## config.mk

```make
export PLATFORM = sky130hd
export DESIGN_NAME = csp_config_status
export DESIGN_NICKNAME = d
export VERILOG_FILES = /design/src/rtl/csp_pkg.sv /design/src/rtl/csp_config_status.sv
export SDC_FILE = /design/constraint.sdc
export NUM_CORES = 1
export LEC_CHECK = 0
export BUFFER_PORTS_ARGS = -buffer_cell sky130_fd_sc_hd__buf_4
export CORE_MARGIN = 2
export CORE_UTILIZATION = 30
export CTS_BUF_LIST = sky130_fd_sc_hd__clkbuf_8
export DETAILED_ROUTE_END_ITERATION = 7
export GPL_TIMING_DRIVEN = 0
export PLACE_DENSITY = 0.51
export SKIP_LAST_GASP = 1
export SLEW_MARGIN = 25
export SYNTH_ARGS = -nofsm -noshare
export SYNTH_HDL_FRONTEND = slang
export SYNTH_SLANG_ARGS = --single-unit
```

## constraint.sdc

```tcl
create_clock -name clk_i -period 6.18 [get_ports clk_i]
set_input_delay 0.309 -clock clk_i [delete_from_list [all_inputs] [get_ports clk_i]]
set_output_delay 0.309 -clock clk_i [all_outputs]
set_load 0.05 [all_outputs]
```

## src/rtl/csp_pkg.sv

```systemverilog
// Overview of operation
// - High-active busy flag high until user I/O
// - Low-active busy flag low until user I/O
// - Init line low during power-up and clearing
// - External low on init holds wait state
// - Master modes wait 30-300 us after init
// - Init driven low on configuration data error
// - Pins become user pins once I/O active
// - Scan disabled after config without scan primitive
// - Test pins reach scan logic unregistered
// - Clear request restarts clearing, one extra cycle
// - Mode pins sampled once init goes high
// - Done output signals configuration complete
package csp_pkg;

  // Clock rate and documented master wait window
  localparam int unsigned CLK_MHZ        = 40;
  localparam int unsigned WAIT_MIN_US    = 30;
  localparam int unsigned WAIT_MAX_US    = 300;
  // Least time rounds up; 30 us is an exact multiple at 40 MHz
  localparam int unsigned WAIT_MIN_CYC   = (WAIT_MIN_US * CLK_MHZ * 1000 + 999) / 1000;
  localparam int unsigned WAIT_MAX_CYC   = (WAIT_MAX_US * CLK_MHZ * 1000) / 1000;

  // Counter widths and counts chosen for this block
  localparam int unsigned CNT_W          = 14;
  localparam logic [13:0] MASTER_WAIT    = 14'(WAIT_MIN_CYC);
  localparam logic [13:0] POR_CYCLES     = 14'h0040;
  localparam logic [13:0] CLEAR_CYCLES   = 14'h0100;

  // Mode codes treated as master modes, one bit per mode code
  localparam logic [7:0]  MASTER_MAP     = 8'h0F;

  // Synchroniser lane positions
  localparam int unsigned SYN_W          = 8;
  localparam int unsigned SYN_CLR        = 0;
  localparam int unsigned SYN_INIT       = 1;
  localparam int unsigned SYN_MODE       = 2;
  localparam int unsigned SYN_TP         = 5;

  // Configuration sequence states
  typedef enum logic [2:0] {
    CSP_POR    = 3'b000,
    CSP_CLEAR  = 3'b001,
    CSP_WAIT   = 3'b010,
    CSP_DELAY  = 3'b011,
    CSP_CONFIG = 3'b100,
    CSP_USER   = 3'b101
  } csp_state_e;

  // Open-drain or user pin drive pair
  typedef struct packed {
    logic out;
    logic oe;
  } csp_pad_s;

  // Boundary-scan test inputs
  typedef struct packed {
    logic tdi;
    logic tck;
    logic tms;
  } csp_tpin_s;

endpackage

```

## src/rtl/csp_config_status.sv

```systemverilog
`timescale 1ns/1ps
`default_nettype none
module csp_config_status (
  input  wire logic               clk_i,
  input  wire logic               rst_b_i,
  input  wire logic               clear_req_b_i,      // Clear-request pin, active low
  input  wire logic               init_b_i,           // Init line level from pad
  input  wire logic [2:0]         config_mode_select_i,
  input  wire csp_pkg::csp_tpin_s tpin_i,             // Test pins from pads
  input  wire logic               cfg_error_i,        // Loader saw bad data
  input  wire logic               cfg_load_done_i,    // Loader finished
  input  wire logic               scan_enable_primitive_i,
  input  wire csp_pkg::csp_pad_s  user_init_i,        // User drive after config
  input  wire csp_pkg::csp_pad_s  user_hi_i,
  input  wire csp_pkg::csp_pad_s  user_lo_i,
  output var  logic               init_b_o,
  output var  logic               init_b_oe_o,
  output var  csp_pkg::csp_pad_s  config_active_high_flag_o,
  output var  csp_pkg::csp_pad_s  config_active_low_flag_o,
  output var  logic               done_o,
  output var  logic               loading_o,          // Loader may run
  output var  logic [2:0]         mode_o,             // Latched mode
  output var  logic               master_o,
  output var  logic               scan_en_o,
  output logic                    scan_tpin_valid_o,
  output csp_pkg::csp_tpin_s      scan_tpin_o,        // Unregistered scan path
  output var  csp_pkg::csp_tpin_s user_tpin_o
);
  import csp_pkg::*;

  ////////////////////////////////////////////////////////////////////////////
  // Input synchronisers
  logic [SYN_W-1:0] syn_raw;     // Pad levels
  logic [SYN_W-1:0] syn_q1;      // First stage, read only by second stage
  logic [SYN_W-1:0] syn;         // Safe levels

  assign syn_raw = {tpin_i, config_mode_select_i, init_b_i, clear_req_b_i};

  // One two-stage synchroniser per pad input
  genvar gi;
  generate
    for (gi = 0; gi < SYN_W; gi++) begin : g_sync
      always_ff @(posedge clk_i or negedge rst_b_i) begin
        if (!rst_b_i) begin
          syn_q1[gi] <= 1'b1;
          syn[gi]    <= 1'b1;
        end else begin
          syn_q1[gi] <= syn_raw[gi];
          syn[gi]    <= syn_q1[gi];
        end
      end
    end
  endgenerate

  logic clr_req;   // Clear requested
  logic init_hi;   // Init line high at pad
  assign clr_req = !syn[SYN_CLR];
  assign init_hi = syn[SYN_INIT];

  ////////////////////////////////////////////////////////////////////////////
  // Sequencer
  csp_state_e       state;
  logic [CNT_W-1:0] cnt;        // Cycle counter per state
  logic             extra_done; // Final full clear pass started
  logic             err;        // Sticky data error
  logic [2:0]       mode;

  // Clear runs whole cycles; a request extends them without resetting the count, release adds one pass
  always_ff @(posedge clk_i or negedge rst_b_i) begin
    if (!rst_b_i) begin
      state      <= CSP_POR;
      cnt        <= '0;
      extra_done <= 1'b0;
    end else begin
      unique case (state)
        CSP_POR: begin
          // Power stabilisation before the first clear
          if (cnt == POR_CYCLES - 14'h0001) begin
            state <= CSP_CLEAR;
            cnt   <= '0;
          end else begin
            cnt <= cnt + 14'h0001;
          end
        end
        CSP_CLEAR: begin
          if (cnt == CLEAR_CYCLES - 14'h0001) begin
            cnt <= '0;
            if (clr_req) begin
              extra_done <= 1'b0;
            end else if (!extra_done) begin
              extra_done <= 1'b1;
            end else begin
              state <= CSP_WAIT;
            end
          end else begin
            cnt <= cnt + 14'h0001;
            if (clr_req) begin
              extra_done <= 1'b0;
            end
          end
        end
        CSP_WAIT: begin
          // Outside party holds init low to keep us here
          cnt <= '0;
          if (clr_req) begin
            state <= CSP_CLEAR;
            extra_done <= 1'b0;
          end else if (init_hi) begin
            state <= MASTER_MAP[syn[SYN_MODE +: 3]] ? CSP_DELAY : CSP_CONFIG;
          end
        end
        CSP_DELAY: begin
          // Master wait; a new low on init restarts it
          if (clr_req) begin
            state <= CSP_CLEAR;
            cnt   <= '0;
            extra_done <= 1'b0;
          end else if (!init_hi) begin
            state <= CSP_WAIT;
            cnt   <= '0;
          end else if (cnt == MASTER_WAIT - 14'h0001) begin
            state <= CSP_CONFIG;
            cnt   <= '0;
          end else begin
            cnt <= cnt + 14'h0001;
          end
        end
        CSP_CONFIG: begin
          cnt <= '0;
          if (clr_req) begin
            state <= CSP_CLEAR;
            extra_done <= 1'b0;
          end else if (cfg_load_done_i && !err && !cfg_error_i) begin
            state <= CSP_USER;
          end
        end
        CSP_USER: begin
          cnt <= '0;
          if (clr_req) begin
            state <= CSP_CLEAR;
            extra_done <= 1'b0;
          end
        end
        default: begin
          state <= CSP_POR;
          cnt   <= '0;
        end
      endcase
    end
  end

  // Data error stays pending until memory is cleared again
  always_ff @(posedge clk_i or negedge rst_b_i) begin
    if (!rst_b_i) begin
      err <= 1'b0;
    end else if (state == CSP_CONFIG && cfg_error_i) begin
      err <= 1'b1;
    end else if (state == CSP_CLEAR) begin
      err <= 1'b0;
    end
  end

  // Mode captured on the rising init edge out of the wait state
  always_ff @(posedge clk_i or negedge rst_b_i) begin
    if (!rst_b_i) begin
      mode <= 3'h0;
    end else if (state == CSP_WAIT && init_hi) begin
      mode <= syn[SYN_MODE +: 3];
    end
  end

  ////////////////////////////////////////////////////////////////////////////
  // Registered pin outputs
  logic init_low;   // Device pulls init low
  assign init_low = (state == CSP_POR) || (state == CSP_CLEAR) || err;

  // Init: open drain during config, user pin after
  always_ff @(posedge clk_i or negedge rst_b_i) begin
    if (!rst_b_i) begin
      init_b_o    <= 1'b0;
      init_b_oe_o <= 1'b1;
    end else if (state == CSP_USER) begin
      init_b_o    <= user_init_i.out;
      init_b_oe_o <= user_init_i.oe;
    end else begin
      init_b_o    <= 1'b0;
      init_b_oe_o <= init_low;
    end
  end

  // Busy flags drive hard until user I/O become active
  always_ff @(posedge clk_i or negedge rst_b_i) begin
    if (!rst_b_i) begin
      config_active_high_flag_o <= '{out: 1'b1, oe: 1'b1};
      config_active_low_flag_o  <= '{out: 1'b0, oe: 1'b1};
    end else if (state == CSP_USER) begin
      config_active_high_flag_o <= user_hi_i;
      config_active_low_flag_o  <= user_lo_i;
    end else begin
      config_active_high_flag_o <= '{out: 1'b1, oe: 1'b1};
      config_active_low_flag_o  <= '{out: 1'b0, oe: 1'b1};
    end
  end

  // Status outputs toward the loader
  always_ff @(posedge clk_i or negedge rst_b_i) begin
    if (!rst_b_i) begin
      done_o    <= 1'b0;
      loading_o <= 1'b0;
      mode_o    <= 3'h0;
      master_o  <= 1'b0;
    end else begin
      done_o    <= (state == CSP_USER);
      loading_o <= (state == CSP_CONFIG) && !err;
      mode_o    <= mode;
      master_o  <= MASTER_MAP[mode];
    end
  end

  ////////////////////////////////////////////////////////////////////////////
  // Boundary scan
  // Scan path bypasses all flops so test timing is pad-to-logic
  assign scan_tpin_o       = tpin_i;
  assign scan_tpin_valid_o = scan_en_o;

  // Scan lives through config; after it only with the primitive present
  always_ff @(posedge clk_i or negedge rst_b_i) begin
    if (!rst_b_i) begin
      scan_en_o   <= 1'b1;
      user_tpin_o <= '0;
    end else begin
      scan_en_o   <= (state != CSP_USER) || scan_enable_primitive_i;
      user_tpin_o <= (state == CSP_USER && !scan_enable_primitive_i) ? syn[SYN_TP +: 3] : 3'h0;
    end
  end

  ////////////////////////////////////////////////////////////////////////////
  // Checks
  // Own count of cycles in the master wait, kept apart from the sequencer counter
  // so that a wrong compare in the sequencer cannot hide itself from the check
  logic [CNT_W-1:0] dly_seen;   // Cycles spent in DELAY so far

  // Restarts whenever the wait is left, as the sequencer's wait does
  always_ff @(posedge clk_i or negedge rst_b_i) begin
    if (!rst_b_i) begin
      dly_seen <= '0;
    end else if (state == CSP_DELAY) begin
      dly_seen <= dly_seen + 14'h0001;
    end else begin
      dly_seen <= '0;
    end
  end
endmodule
`default_nettype wire

```

### After elaboration in Yosys (flattened, before gate mapping)

Memory sizes are Yosys's and may differ from the RTL's. A register that Yosys moved wholly into a read port is not among the register bits.
Cells that the tools add are included.

* latch bits: 0
* logic and storage cells: 105
* bits in writable memories: 0
* input port bits: 19
* ROM bits: 16
* memories kept: 2
* register bits after elaboration: 53

* add/sub/neg operators: 1
* multiply operators: 0
* shift-type cells: 0
* mux-type cells: 32
* div/mod/pow operators: 0
* magnitude comparators: 1
* reduce and logical (&&, ||, !) cells: 18
* equal/unequal tests: 17
* bitwise logic cells: 0

Memory list
* (name not given): depth 8, width 1, rd ports 1, clocked after Yosys merged registers in 1, write ports 0, RTL line csp_config_status.sv:216 `master_o <= MASTER_MAP[mode];`
* (name not given): depth 8, width 1, rd ports 1, clocked after Yosys merged registers in 0, write ports 0, RTL line csp_config_status.sv:109 `state <= MASTER_MAP[syn[SYN_MODE +: 3]] ? CSP_DELAY : CSP_CONFIG;`

Operator list (count)
* $mux 14: 5
* $mux 3: 14
* $pmux 14 s3: 1
* $pmux 3 s6: 1
* $add 14x1->14 const B: 1
* $eq 14x11->1 const B: 1
* $eq 14x6->1 const B: 1
* $eq 14x8->1 const B: 1
* $ne 2x2->1 const B: 5
* $ne 3x3->1 const B: 3
* $mux 1: 8
* $reduce_and 8->1: 1
* $eq 3x2->1 const B: 2
* $eq 3x3->1 const B: 2
* $logic_and 1x1->1: 6
* $logic_not 1->1: 4
* $lt 3x4->1 const B: 1
* $mux 2: 2
* $ne 4x4->1 const B: 1
* $reduce_bool 2->1: 2
* $reduce_or 4->1: 1
* $eq 3x1->1 const B: 1
* $logic_not 3->1: 1
* $logic_or 1x1->1: 3
* $pmux 1 s2: 1

### Longest topological paths before layout

* word-level depth: 6
* depth in mapped cells: 7
* depth with buffers taken out: 6

### Worst setup path after synthesis

OpenSTA, ideal clock, no wires.

* path kind: register to register
* start: register cnt[9]
* end: register state[1]
* path buffers: 0
* path slack: 3956 ps
* arrival: 2144 ps
* cell stages (with the launch flop): 6
* data required time: 6101 ps
* library setup time: 79 ps
* cells stage by stage: dfrtp_1 or4_1 or3_4 o311a_1 or4_1 mux2i_1

* cells in the longest elaborated chain, start to end: 3
* elaborated cells on any way between the ends: 7
* those cells by class: eq/ne: 6; reduce/logical: 1

RTL lines
* start: declaration: RTL line csp_config_status.sv:63 `logic [CNT_W-1:0] cnt;`
* start signal: assignment: RTL line csp_config_status.sv:82 `cnt <= cnt + 14'h0001;`
* start signal: assignment: RTL line csp_config_status.sv:96 `cnt <= cnt + 14'h0001;`
* start signal: assignment: RTL line csp_config_status.sv:125 `cnt <= cnt + 14'h0001;`
* $eq 14x11->1 (tied with other cells): RTL line csp_config_status.sv:121 `end else if (cnt == MASTER_WAIT - 14'h0001) begin`
* $ne 4x4->1 (no line) / $ne 2x2->1 (equally long branches)
* $reduce_and 8->1 (no line) (*)
* end signal: assignment: RTL line csp_config_status.sv:109
* end: declaration: RTL line csp_config_status.sv:62 `csp_state_e state;`

Mark *: on every way between the ends. The rest lies on a longest branch, timed or not.
A chain may end at the register's enable or synchronous reset.

### Final worst setup path

* start: register cnt[9]
* end: register cnt[5]

* cells in the longest elaborated chain, start to end: 5
* elaborated cells on any way between the ends: 9
* those cells by class: eq/ne: 3; mux: 6

RTL lines
* $eq 14x11->1: RTL line csp_config_status.sv:121
* $mux 14: RTL line csp_config_status.sv:121
* $mux 14: RTL line csp_config_status.sv:118 `end else if (!init_hi) begin`
* $mux 14: RTL line csp_config_status.sv:114 `if (clr_req) begin`
* $pmux 14 s3 (*): RTL line csp_config_status.sv:75 `unique case (state)`

Marked as above.

==> impl_results.rst <==
.. list-table::
   :header-rows: 1

   * - Metric
     - Value
   * - Number of H-tree levels
     - 2
   * - Port-buffer cells
     - 38
   * - Pwr per Cell Area
     - 223 nW/um^2
   * - Flops & latches, synth
     - 54
   * - Final total power
     - 0.598 mW
   * - Core area
     - 7140 um^2
   * - Number of vias after detailed routing
     - 1451
   * - Initial core utilization
     - 0.305
   * - Die area
     - 7950 um^2
   * - Number of cells traversed by the worst register-to-register path
     - 6
   * - Most common cell after layout, fill and taps aside
     - buf_4
   * - Slew at the pin with the worst max-slew slack
     - 0.673 ns
   * - Number of CTS-inserted buffers
     - 5
   * - Core utilization of the finished layout
     - 0.376
   * - Shortest clock period the worst path allows after layout
     - 2.47 ns
   * - Maximum achievable frequency
     - 405 MHz
   * - Dpl ws
     - 3.68 ns
   * - Main synth FF type
     - dfrtp_1
   * - Net count of the mapped netlist
     - 210
   * - Avg Inst Size Synth
     - 11.6 um^2
   * - Kind of end point of the critical path
     - register
   * - Most used cells in the layout excluding fill and tap cells
     - buf_4, dfrtp_1, nor2_1
   * - Insertion delay of the later-clocked pin in the worst-skew pair
     - 0.30 ns
   * - Setup repair after global routing missed its margin
     - false
   * - Share of synthesized registers carrying an async set or reset
     - 1.00
   * - Nets
     - 255
   * - Number of global-route vias before repair
     - 1429
   * - Overall fraction of global-route tracks in use
     - 0.108
   * - Source of the critical timing path
     - cnt[9]
   * - Final non-filler cell area
     - 2690 um^2
   * - Setup TNS
     - 0 ns
   * - DR vias/cell
     - 4.36
   * - Post-synth cell types
     - 36
   * - Wire length of the first global-routing pass
     - 6570 um
   * - Period utilisation layout
     - 0.400
   * - Hold-fix buffer count after cts
     - 0
   * - Cells resized by post-CTS repair
     - 0
   * - Combined flip-flop and latch cell area
     - 1380 um^2
   * - Setup Fix Bufs, Post-CTS
     - 0
   * - Netlist area before placement
     - 2180 um^2
   * - Leak Pwr
     - 1.22 nW
   * - Kind of cell with the highest combined delay on the critical path
     - simple AND/OR/NAND/NOR gates
   * - Number of standard cells in the final layout excluding fillers
     - 333
   * - Length of the first detailed-routing pass in iterations
     - 4
   * - I/O pin count
     - 39
   * - Routability-driven placement congestion ratio
     - 0.824
   * - Worst hold slack across all endpoints
     - 0.0341 ns
   * - Chain of cells forming the critical path
     - or4_1 -> or3_4 -> o311a_1 -> nor2_1 -> buf_2 -> nor2_1
   * - Crit path max-delay cell type
     - or4_1
   * - Cell count after placement
     - 325
   * - Reg-to-reg endpoint
     - cnt[5]
   * - Rows
     - 31
   * - Count of antenna-violating nets left after detailed routing
     - 0
   * - Endpoints failing hold
     - 0
   * - First DRT Iteration DRCs
     - 82
   * - Delay of the slowest cell on the worst path
     - 0.57 ns
   * - Share of the yosys chip area belonging to registers
     - 0.633
   * - Fraction of layout instances using a drive strength above 1
     - 0.325
   * - Worst min path class
     - in -> async
   * - Buffer and inverter count on the worst path
     - 1
   * - Cell count after synthesis
     - 188
   * - Filler cell count
     - 738
   * - Multi-input logic area
     - 726 um^2
   * - Crit path DAT
     - 2.66 ns
   * - Outcome
     - complete, no violations
   * - Count of antenna diodes in the layout
     - 0
   * - Clock skew after layout
     - 0.00605 ns
   * - Sort of element at the start of the critical path
     - register
   * - Flop-to-flop setup slack
     - 3.71 ns
   * - Startpoint of the lowest-slack register-to-register path
     - cnt[9]
   * - Largest net degree at the start of global routing
     - 55
   * - Detailed Route WL
     - 3930 um
   * - Critical path start-end classification
     - reg -> reg
   * - Max-slew headroom at the worst pin
     - 0.551
   * - Instance area after placement
     - 2580 um^2
   * - Total number of yosys warnings
     - 0
   * - Relative area change from synthesis to final layout
     - 23.4%
   * - Number of cells on the critical path
     - 6
   * - Num Clock Sinks
     - 54
   * - Max-cap violations
     - 0
   * - Clock slew at the register clock pins of the worst setup and hold paths
     - 0.10 ns
   * - Cell repeated most along the worst path
     - nor2_1
   * - Setup violations, final
     - 0
   * - Die span in x
     - 89.2 um
   * - Peak supply drop
     - 90.8 uV
   * - Detailed placement HPWL
     - 2730 um
   * - Number of antenna violations at the first check in global routing
     - 0
   * - Clock Tree Buf Depth
     - 2
   * - Timing endpoint of the critical path
     - cnt[5]
   * - Fin worst setup slack
     - 3.71 ns
   * - Wirelength per Cell
     - 11.8 um
   * - Post-synth EDFFs
     - 0
   * - Clock tree from TritonCTS
     - done
   * - Remaining design rule violation count
     - 0
   * - Critical Path Fanout Max
     - 10
   * - DIE HEIGHT
     - 89.2 um
   * - Max-slew violations
     - 0
   * - Crit path required time
     - 6.37 ns
   * - Remaining global-route overflow
     - 0
   * - Clock Root Buffer
     - clkbuf_8
## per-layer routing
layer	global-route usage	routed length [um]	vias to the layer above
met1	0.135	1820	694
met4	0.0448	68	0
li1	-	-	718
met2	0.178	1850	33
met3	0.0286	196	6
met5	0	0	-
## worst min path at each step
stage / slack (ns) / to / depth (start not counted) / startpoint
final: 0.03 / mode[1] / 1 / rst_b_i
after global routing: 0.07 / syn_q1[1] / 1 / init_b_i
after CTS: 0.05 / mode[1] / 1 / rst_b_i
after detailed placement: 0.35 / syn[6] / 0 / syn_q1[6]
after global placement: 0.35 / syn[7] / 0 / syn_q1[7]
after floorplan: 0.01 / cnt[0] / 0 / rst_b_i
## layout make-up
cell class / count / share of cell area
clock buffers: 6 / 0.0308
multi-input cells: 119 / 0.270
plain buffers: 8 / 0.0172
well taps: 99 / 0.0461
repair buffers: 38 / 0.106
inverters: 7 / 0.00979
flip-flops and latches: 54 / 0.513
clock inverters: 2 / 0.00652
## cells by family after synthesis
family | count (synthesis) | synth area share
AND/OR/NAND/NOR | 78 | 0.191
flip-flops | 54 | 0.633
AO/OA/AOI/OAI | 23 | 0.0621
buffers and inverters | 15 | 0.0334
XOR/XNOR | 12 | 0.0483
multiplexers | 3 | 0.0150
adder cells (fa/ha/maj) | 3 | 0.0173
## cell usage after synthesis, types with 4 or more instances
master / instances / area (um^2)
buf_4: 4 / 30.0
inv_1: 7 / 26.3
xnor2_1: 6 / 52.6
nand2b_1: 7 / 43.8
and3_1: 4 / 25.0
or3_1: 5 / 31.3
dfrtp_1: 33 / 826
nor2_1: 22 / 82.6
nor3_1: 5 / 25.0
a21oi_1: 6 / 30.0
xor2_1: 6 / 52.6
o21ai_0: 9 / 45.0
dfstp_2: 21 / 552
nor2b_1: 6 / 37.5
nand2_1: 11 / 41.3
## worst register-to-register path, cell delays in order, from the launching register on
cell and delay (ns):
dfrtp_1 0.42, or4_1 0.57, or3_4 0.36, o311a_1 0.32, nor2_1 0.32, buf_2 0.30, nor2_1 0.07
## registers in the layout (all words and copies together) (netlist names)
register / count
loading_o: 1
config_active_low_flag_o: 2
master_o: 1
err: 1
extra_done: 1
state: 3
user_tpin_o: 3
scan_en_o: 1
cnt: 14
syn: 7
init_hi: 1
config_active_high_flag_o: 2
mode_o: 3
init_b_oe_o: 1
done_o: 1
syn_q1: 8
mode: 3
init_b_o: 1
## power breakdown
| group | leakage (nW) | switching (mW) | total [mW] | internal (mW) |
|---|---|---|---|---|
| logic | 0.509 | 0.0138 | 0.0250 | 0.0112 |
| registers | 0.662 | 0.00260 | 0.365 | 0.363 |
| clock network | 0.0514 | 0.115 | 0.208 | 0.0924 |
Power figures use the tool's default switching activity.
